===== src/redriver_pkg.sv =====
package redriver_pkg;

  // Configuration source chosen when the chip enable rises.
  typedef enum logic {
    mode_strap,
    mode_serial
  } cfg_mode_e;

  // Receiver sensitivity levels.
  typedef enum logic [1:0] {
    sens_low,
    sens_medium,
    sens_high
  } sens_level_e;

  // Width of the boost selection.
  localparam int unsigned boost_w = 2;

  // Reset value of the latched boost configuration.
  localparam logic [1:0] boost_reset = 2'h0;

  // Width and bit positions of the synchronised strap and pin word.
  localparam int unsigned pin_w = 7;
  localparam int unsigned pin_data_bit = 0;
  localparam int unsigned pin_clock_bit = 1;
  localparam int unsigned pin_boost_lsb = 2;
  localparam int unsigned pin_sens_hi_bit = 4;
  localparam int unsigned pin_sens_lo_bit = 5;
  localparam int unsigned pin_charger_bit = 6;

  // Configuration captured at the rising chip enable.
  typedef struct packed {
    cfg_mode_e mode;
    logic [1:0] boost;
    sens_level_e sens;
  } cfg_s;

  // Link events reported by the analog front end.
  typedef struct packed {
    logic attach;
    logic hs_handshake_ok;
    logic fixture_detect;
    logic test_packet;
    logic disconnect;
  } link_evt_s;

  // Decode of the three-level pin read as high and low comparators.
  function automatic sens_level_e sens_decode(input logic above_hi, input logic above_lo);
    if (above_hi) begin
      return sens_high;
    end else if (above_lo) begin
      return sens_medium;
    end else begin
      return sens_low;
    end
  endfunction

endpackage


===== src/redriver_strap_config_status.sv =====
// Functional notes
// RULE1: Both bus pins high selects serial mode.
// RULE2: Low chip enable holds reset and shutdown.
// RULE3: Driver holds enable low until supply settles.
// RULE4: Boost latched at enable release only.
// RULE5: Strap mode reads sensitivity as three levels.
// RULE6: Strap mode drives sensitivity pin as flag.
// RULE7: Flag set by fixture-then-test-packet or handshake.
// RULE8: Serial mode leaves the shared pin unused.
// RULE9: Low charger input enables the charger controller.
// RULE10: Attach and handshake conditions reported outside.
// RULE11: Levels come from straps or serial bus.
// RULE12: Flag clears in reset and on disconnect.
module redriver_strap_config_status (
  // Clock and reset.
  input wire logic ref_clk,
  input wire logic rst,
  // Chip enable pin, active low reset of the device.
  input wire logic chip_enable_n,
  // Straps sampled at the release of the chip enable.
  input wire logic serial_data_in,
  input wire logic serial_clock_in,
  input wire logic [1:0] boost_strap,
  input wire logic sens_above_hi,
  input wire logic sens_above_lo,
  // Levels written over the serial bus in serial mode.
  input wire logic [1:0] bus_boost,
  input wire logic [1:0] bus_sens,
  // Link events from the front end.
  input wire redriver_pkg::link_evt_s link_evt,
  // Charger enable pin, active low.
  input wire logic charger_port_enable_n,
  // Shared sensitivity and speed flag pin.
  output logic sensitivity_or_speed_flag_o,
  output logic sensitivity_or_speed_flag_oe,
  // Attach flag on the shared serial clock pin.
  output logic attach_detect_flag_o,
  output logic attach_detect_flag_oe,
  // Status and configuration outputs.
  output logic active_q,
  output redriver_pkg::cfg_s cfg_q,
  output logic [1:0] boost_level_q,
  output logic [1:0] sens_level_q,
  output logic charger_enable_q,
  output logic high_speed_flag_q
);

  // Two-flop synchronisers for every pin input; stage one feeds stage two only.
  logic [redriver_pkg::pin_w-1:0] pin_s1_q;
  logic [redriver_pkg::pin_w-1:0] pin_s2_q;
  logic cen_n_prev_q; // Previous synchronised chip enable, for the release edge.
  logic fixture_seen_q; // Fixture detected from an unconnected state.
  logic rise;

  // Synchronise the asynchronous pins.
  always_ff @(posedge ref_clk or posedge rst) begin
    if (rst) begin
      pin_s1_q <= '0;
      pin_s2_q <= '0;
    end else begin
      pin_s1_q <= {charger_port_enable_n, sens_above_lo, sens_above_hi, boost_strap,
                   serial_clock_in, serial_data_in};
      pin_s2_q <= pin_s1_q;
    end
  end

  // Chip enable passes its own two flops too.
  logic cen_s1_q;
  logic cen_s2_q;
  always_ff @(posedge ref_clk or posedge rst) begin
    if (rst) begin
      cen_s1_q <= 1'b0;
      cen_s2_q <= 1'b0;
      cen_n_prev_q <= 1'b0;
    end else begin
      cen_s1_q <= chip_enable_n;
      cen_s2_q <= cen_s1_q;
      cen_n_prev_q <= cen_s2_q;
    end
  end

  // Release edge of the chip enable; straps are caught only here.
  assign rise = cen_s2_q && !cen_n_prev_q;

  // Active state follows the synchronised enable.
  always_ff @(posedge ref_clk or posedge rst) begin
    if (rst) begin
      active_q <= 1'b0;
    end else begin
      active_q <= cen_s2_q; // see RULE2
    end
  end

  // Strap capture: mode, boost and sensitivity frozen until the next release edge of the chip enable.
  always_ff @(posedge ref_clk or posedge rst) begin
    if (rst) begin
      cfg_q <= '{mode: redriver_pkg::mode_strap, boost: redriver_pkg::boost_reset,
                 sens: redriver_pkg::sens_medium};
    end else if (rise) begin
      // Both bus pins pulled up means serial configuration.
      cfg_q.mode <= (pin_s2_q[redriver_pkg::pin_data_bit] &&
                     pin_s2_q[redriver_pkg::pin_clock_bit]) ?
                    redriver_pkg::mode_serial : redriver_pkg::mode_strap; // see RULE1
      cfg_q.boost <= pin_s2_q[redriver_pkg::pin_boost_lsb +: redriver_pkg::boost_w]; // see RULE4
      cfg_q.sens <= redriver_pkg::sens_decode(pin_s2_q[redriver_pkg::pin_sens_hi_bit],
                                              pin_s2_q[redriver_pkg::pin_sens_lo_bit]); // see RULE5
    end
  end

  // Effective levels pick straps or bus values by mode.
  always_ff @(posedge ref_clk or posedge rst) begin
    if (rst) begin
      boost_level_q <= redriver_pkg::boost_reset;
      sens_level_q <= redriver_pkg::sens_medium;
    end else if (!active_q) begin
      boost_level_q <= redriver_pkg::boost_reset;
      sens_level_q <= redriver_pkg::sens_medium;
    end else if (cfg_q.mode == redriver_pkg::mode_serial) begin
      boost_level_q <= bus_boost; // see RULE11
      sens_level_q <= bus_sens; // see RULE11
    end else begin
      boost_level_q <= cfg_q.boost; // see RULE11
      sens_level_q <= cfg_q.sens; // see RULE11
    end
  end

  // Charger controller enable, inverted from the active-low pin.
  always_ff @(posedge ref_clk or posedge rst) begin
    if (rst) begin
      charger_enable_q <= 1'b0;
    end else begin
      charger_enable_q <= active_q && !pin_s2_q[redriver_pkg::pin_charger_bit]; // see RULE9
    end
  end

  // Fixture tracking: kept through a test packet, cleared on disconnect.
  // A fixture and a disconnect in one cycle keep the fixture, as the set wins.
  always_ff @(posedge ref_clk or posedge rst) begin
    if (rst) begin
      fixture_seen_q <= 1'b0;
    end else if (!active_q) begin
      fixture_seen_q <= 1'b0;
    end else if (link_evt.fixture_detect) begin
      fixture_seen_q <= 1'b1; // see RULE7
    end else if (link_evt.disconnect) begin
      fixture_seen_q <= 1'b0; // see RULE12
    end
  end

  // High-speed flag: set by handshake or fixture then test packet.
  // Set wins over a disconnect in the same cycle so no event is lost.
  always_ff @(posedge ref_clk or posedge rst) begin
    if (rst) begin
      high_speed_flag_q <= 1'b0;
    end else if (!active_q) begin
      high_speed_flag_q <= 1'b0; // see RULE12
    end else if (link_evt.hs_handshake_ok || (fixture_seen_q && link_evt.test_packet)) begin
      high_speed_flag_q <= 1'b1; // see RULE7
    end else if (link_evt.disconnect) begin
      high_speed_flag_q <= 1'b0; // see RULE12
    end
  end

  // Shared pin drivers; in serial mode both status pins stay undriven.
  always_ff @(posedge ref_clk or posedge rst) begin
    if (rst) begin
      sensitivity_or_speed_flag_o <= 1'b0;
      sensitivity_or_speed_flag_oe <= 1'b0;
      attach_detect_flag_o <= 1'b0;
      attach_detect_flag_oe <= 1'b0;
    end else begin
      // Pin mode after reset turns the sensitivity input into the flag output.
      sensitivity_or_speed_flag_oe <= active_q && !rise &&
                                      cfg_q.mode == redriver_pkg::mode_strap; // see RULE6, RULE8
      sensitivity_or_speed_flag_o <= high_speed_flag_q; // see RULE6
      // Attach reported on the serial clock pin, only in pin mode.
      attach_detect_flag_oe <= active_q && !rise &&
                               cfg_q.mode == redriver_pkg::mode_strap; // see RULE10
      attach_detect_flag_o <= active_q && link_evt.attach; // see RULE10
    end
  end

  // The speed flag reaches the pin one cycle after it is set.
  a_flag_to_pin: assert property (@(posedge ref_clk) disable iff (rst) // see RULE6
    $rose(high_speed_flag_q) |=> sensitivity_or_speed_flag_o)
    else $error("speed flag not driven on pin");

  // Serial mode never drives the shared pin.
  a_serial_pin_idle: assert property (@(posedge ref_clk) disable iff (rst) // see RULE8
    cfg_q.mode == redriver_pkg::mode_serial |-> !sensitivity_or_speed_flag_oe)
    else $error("shared pin driven in serial mode");

  // Handshake sets the flag in the next cycle while active.
  a_handshake_sets: assert property (@(posedge ref_clk) disable iff (rst) // see RULE7
    active_q && link_evt.hs_handshake_ok |=> high_speed_flag_q)
    else $error("handshake did not set flag");

  // Flag is low after inactivity.
  a_flag_reset: assert property (@(posedge ref_clk) disable iff (rst) // see RULE12
    !active_q |=> !high_speed_flag_q)
    else $error("flag set while in reset");

  // Boost stays fixed except at the release edge.
  a_boost_hold: assert property (@(posedge ref_clk) disable iff (rst) // see RULE4
    !rise |=> $stable(cfg_q.boost))
    else $error("boost changed outside release");

  // Both bus pins high at the release edge select serial mode.
  a_mode_select: assert property (@(posedge ref_clk) disable iff (rst) // see RULE1
    rise && pin_s2_q[redriver_pkg::pin_data_bit] && pin_s2_q[redriver_pkg::pin_clock_bit] |=>
      cfg_q.mode == redriver_pkg::mode_serial)
    else $error("serial mode not chosen");

  // A high charger pin while active keeps the charger disabled.
  a_charger_pin: assert property (@(posedge ref_clk) disable iff (rst) // see RULE9
    active_q && pin_s2_q[redriver_pkg::pin_charger_bit] |=> !charger_enable_q)
    else $error("charger enabled with pin high");

  // Inactive device drives no status pin two cycles on.
  a_shutdown_quiet: assert property (@(posedge ref_clk) disable iff (rst) // see RULE2
    !cen_s2_q [*2] |=> !attach_detect_flag_oe && !sensitivity_or_speed_flag_oe)
    else $error("pin driven in shutdown");

  // With no handshake and no fixture seen, a clear flag stays clear.
  a_packet_needs_fixture: assert property (@(posedge ref_clk) disable iff (rst) // see RULE7
    active_q && !high_speed_flag_q && !fixture_seen_q && !link_evt.hs_handshake_ok |=>
      !high_speed_flag_q)
    else $error("flag set without fixture or handshake");

  // A disconnect with no set event clears the flag in the next cycle.
  a_disconnect_clears: assert property (@(posedge ref_clk) disable iff (rst) // see RULE12
    link_evt.disconnect && !link_evt.hs_handshake_ok &&
      !(fixture_seen_q && link_evt.test_packet) |=> !high_speed_flag_q)
    else $error("flag kept after disconnect");

endmodule


===== config.mk =====
export PLATFORM = sky130hd
export DESIGN_NAME = redriver_strap_config_status
export DESIGN_NICKNAME = d
export VERILOG_FILES = /design/src/redriver_pkg.sv /design/src/redriver_strap_config_status.sv
export SDC_FILE = /design/constraint.sdc
export NUM_CORES = 1
export LEC_CHECK = 0
export ABC_AREA = 1
export BUFFER_PORTS_ARGS = -buffer_cell sky130_fd_sc_hd__buf_2
export CAP_MARGIN = 5
export CORE_MARGIN = 2
export CORE_UTILIZATION = 40
export DETAILED_ROUTE_END_ITERATION = 10
export GPL_TIMING_DRIVEN = 0
export PLACE_DENSITY = 0.69
export REMOVE_ABC_BUFFERS = 1
export SYNTH_ARGS = -nofsm -noshare
export SYNTH_HDL_FRONTEND = slang
export SYNTH_SLANG_ARGS = --single-unit

===== constraint.sdc =====
create_clock -name ref_clk -period 1 [get_ports ref_clk]
set_clock_uncertainty 0.05 [all_clocks]
set_input_delay 0.2 -clock ref_clk [delete_from_list [all_inputs] [get_ports ref_clk]]
set_output_delay 0.2 -clock ref_clk [all_outputs]
set_load 0.02 [all_outputs]

; After elaboration in Yosys (flattened, before gate mapping)
; Cells that the tools add are included.
[op_classes]
n_mux = 12
n_reduce_logical = 11
bitwise_logic = 1
eq_ne = 2
[op_table]
columns = cell, n
row1 = $mux W2, 5
row2 = $logic_and A1 B1 Y1, 7
row3 = $mux W1, 7
row4 = $logic_not A1 Y1, 3
row5 = $ne A3 B2 Y1 const B, 1
row6 = $ne A3 B3 Y1 const B, 1
row7 = $logic_or A1 B1 Y1, 1
row8 = $not A1 Y1, 1
[totals]
word_cells = 42
inputBits = 19
register_bits = 32

; Logic depth before layout (Yosys ltp)
[depth]
word_depth = 5
mapped_depth = 5

; Worst setup path after synthesis
; Ideal clock, no wire load.
[synth_timing]
path_type = flip-flop to flip-flop
startpoint = register active_q (netlist name)
endpoint = register cfg_q[2] in the netlist's numbering
period_less_slack_ns = 0.997
path_buffers = 0
t_arrival_ns = 0.830
t_required_ns = 0.834
stages_incl_launch_ff = 6
path_slack_ns = 0.003
cell_sequence = dfrtp_1 > inv_2 > nand2_4 > inv_2 > nand2_1 > nand2_1
[synth_lines]
columns = item, line
row1 = "end signal, assigned", redriver_strap_config_status.sv:97  ; cfg_q <= '{mode: redriver_pkg::mode_strap, boost: redriver_pkg::boost_reset,
row2 = "end, declared", redriver_strap_config_status.sv:41  ; output redriver_pkg::cfg_s cfg_q,

; Worst setup path after layout
[layout_timing]
startpoint = register cfg_q[0] in the netlist's numbering
endpoint = output port cfg_q[0] in the netlist's numbering
; No word-level cell between the ends.

==> flow_metrics.tcl <==
set metrics [dict create \
    min_period_ns 1.23 \
    area_delta_synth_final_pct 54.6 \
    synth_compound_area_frac 0.0350 \
    nets 158 \
    drtIter0Drc 11 \
    worst-path-buf-inv 1 \
    ff2ff_path_depth 5 \
    vias 736 \
    min_from "link_evt[4]" \
    powerDensity_nw_per_um2 1640 \
    dp.cells 142 \
    yosys.area_share.simple 0.121 \
    start_kind "flop" \
    max_freq_mhz 811 \
    cts_tree "built" \
    required_ns 0.75 \
    crit_slowest_cell "dfstp_2" \
    wl_per_cell_um 11.5 \
    r2r_start "active_q" \
    synth_top_family_by_area "simple AND/OR/NAND/NOR gates" \
    antenna_found_initial 0 \
    grt_overflow 0 \
    drive_above_1_share 0.446 \
    ir_drop_uv 1110 \
    vias_per_cell 4.36 \
    p_sw_uw 655 \
    yosysUniqueCellTypes 12 \
    rsz0062_at_grt "true" \
    numCtsBuffers 5 \
    start_util 0.412 \
    min_to "attach_detect_flag_o" \
    synth.area.mux_share 0 \
    die_h_um 54.0 \
    cp_max_fo 2 \
    setup.worst_path.end_class "output port" \
    cts_htree_levels 2 \
    pre_cts_ws_ns -0.323 \
    ys_seq_area_frac 0.803 \
    crit_chain "buf_6" \
    power_frac_seq 0.568 \
    swShare 0.258 \
    gp_congestion 0.714 \
    grt_pass1_vias 719 \
    clkTransAtPathRegs_ns 0.09 \
    yosysWarningCount 0 \
    reg2reg_to "cfg_q[4]" \
    row_count 18 \
    routed_wl_um 1950 \
    max-clock-path-buffers 2 \
    synth_fa_ha_area_frac 0 \
    drv_slew 0 \
    io_buffers 34 \
    final_util 0.636 \
    finalHoldViolations 0 \
    fin_tns_setup_ns -1.94 \
    root_buffer "clkbuf_4" \
    cts_sinks 32 \
    crit_path_max_incr_delay_ns 0.55 \
    grt_pass1_wl_um 2910 \
    p_total_uw 2540 \
    clkPwrFrac 0.251 \
    dieWidth_um 54.0 \
    ys_ff_latch 32 \
    maxCapViolCount 0 \
    hp-class "primary input to flop" \
    final.fill_count 175 \
    coreArea_um2 2430 \
    synth_area_um2 1000 \
    worstPathArrival_ns 0.98 \
    tightestPinTransition_ns 0.346 \
    leakagePower_uw 0.000794 \
    outcome "complete, but fails checks" \
    dp_hpwl_um 1020 \
    internal-power_uw 1890 \
    insertion_delay_ns 0.32 \
    setup_violations 16 \
    synth_xor_area_frac 0 \
    max_slew_margin 0.769 \
    critPathTopFamily "flip-flops" \
    violations "setup timing" \
    grt_max_degree 33 \
    r2r_slack_ns 0.02 \
    drtAntennaViolNets 0 \
    power_frac_comb 0.181 \
    pin_count 35 \
    die_area_um2 2920 \
    grt_usage 0.151 \
    antenna_cells 0 \
    drc 0 \
    firstDrtPassIters 4 \
    finalCritPeriodShare 1.23 \
    syn_area_per_cell_um2 12.7 \
    timing.final.ws_setup_ns -0.233 \
    min_path_cells 3 \
    synthCells 79 \
    worstSetupPathType "flop to output port" \
    layout.cells.non_filler 169 \
]
-- what timing repair did --
item                                   CTS  global route
endpoints found under the hold margin   38             0
hold buffers                             9             0
setup endpoints to repair               18            55
resized for setup                       37            11
cloned                                   1             1
setup buffers                            7             2
-- state kept, by name, indices dropped and copies added, names as in the netlist --
name / count
active_q: 1
attach_detect_flag_o: 1
attach_detect_flag_oe: 1
boost_level_q: 2
cen_s1_q: 1
cen_s2_q: 1
cfg_q: 5
charger_enable_q: 1
fixture_seen_q: 1
high_speed_flag_q: 1
pin_s1_q: 7
pin_s2_q: 7
sens_level_q: 2
sensitivity_or_speed_flag_o: 1
-- metal layers --
metal,share of wire,track usage,vias up
met1,0.38,0.138,338
li1,-,-,360
met3,0.071,0.0833,6
met4,0.022,0.0750,0
met5,0,0,-
met2,0.53,0.266,32
-- synthesized netlist by cell type --
cell type	n	share of area
nor2_1	12	0.045
o21ai_0	5	0.025
nand2_1	16	0.060
buf_4	1	0.0075
inv_2	2	0.0075
a21oi_1	1	0.0050
nand2_4	1	0.011
nand3_1	1	0.0050
dfrtp_1	30	0.75
dfstp_2	2	0.052
o21ai_1	1	0.0050
inv_1	7	0.026
-- power by group through the flow --
stage	Sequential, µW	Combinational [µW]	Clock [µW]
6_report	1440	460	639
5_1_grt	1450	505	731
4_1_cts	1440	434	659
3_5_place_dp	1460	275	0
3_3_place_gp	1460	268	0
2_1_floorplan	1540	83.4	0
-- layout by cell type (no fill, tap or decap) --
cell	Yosys	final
a21oi_1	1	1
buf_2	0	18
buf_4	1	8
buf_6	0	17
clkbuf_1	0	1
clkbuf_4	0	5
clkinv_2	0	1
clkinvlp_4	0	2
dfrtp_1	30	28
dfrtp_2	0	2
dfstp_2	2	2
dlygate4sd3_1	0	9
inv_1	7	5
inv_2	2	2
inv_8	0	1
nand2_1	16	15
nand2_2	0	1
nand2_4	1	2
nand3_1	1	1
nor2_1	12	12
o21ai_0	5	1
o21ai_1	1	4
o21ai_2	0	1
-- layout make-up --
cell class,instances,area (µm²),area share
timing repair inverter,1,7.51,0.00485
sequential,32,806,0.521
inverter,9,45.0,0.0291
tap,30,37.5,0.0243
timing repair buffer,52,432,0.279
clock buffer,6,41.3,0.0267
clock inverter,1,5.00,0.00323
multi-input combinational,38,174,0.112
-- kinds of logic after synthesis --
kind of cell / after synthesis
compound gates: 7
buf+inv: 10
flops: 32
simple gates: 30
-- stage by stage --
| stage | hold slack (ns) | instance area, µm² |
|---|---|---|
| 6_report | 0.0291 | 1550 |
| 5_1_grt | 0.0343 | 1550 |
| 4_1_cts | 0.00410 | 1510 |
| 3_5_place_dp | 0.260 | 1200 |
| 3_3_place_gp | 0.258 | 1200 |
| 2_1_floorplan | 0.181 | 993 |
-- tightest hold or removal path: stages --
cell and delay [ns]:
buf_2 0.08, nand2_1 0.05, inv_1 0.05
-- worst max-delay path by stage --
| stage | startpoint | endpoint | cells past startpoint |
|---|---|---|---|
| after floorplan | active_q | cfg_q[2] | 5 |
| after global placement | rst | boost_level_q[0] | 2 |
| after detailed placement | rst | boost_level_q[0] | 2 |
| after CTS | cfg_q[0] | cfg_q[0] | 1 |
| after global routing | cfg_q[0] | cfg_q[0] | 1 |
| final | cfg_q[0] | cfg_q[0] | 1 |
Power figures use the tool's default switching activity.
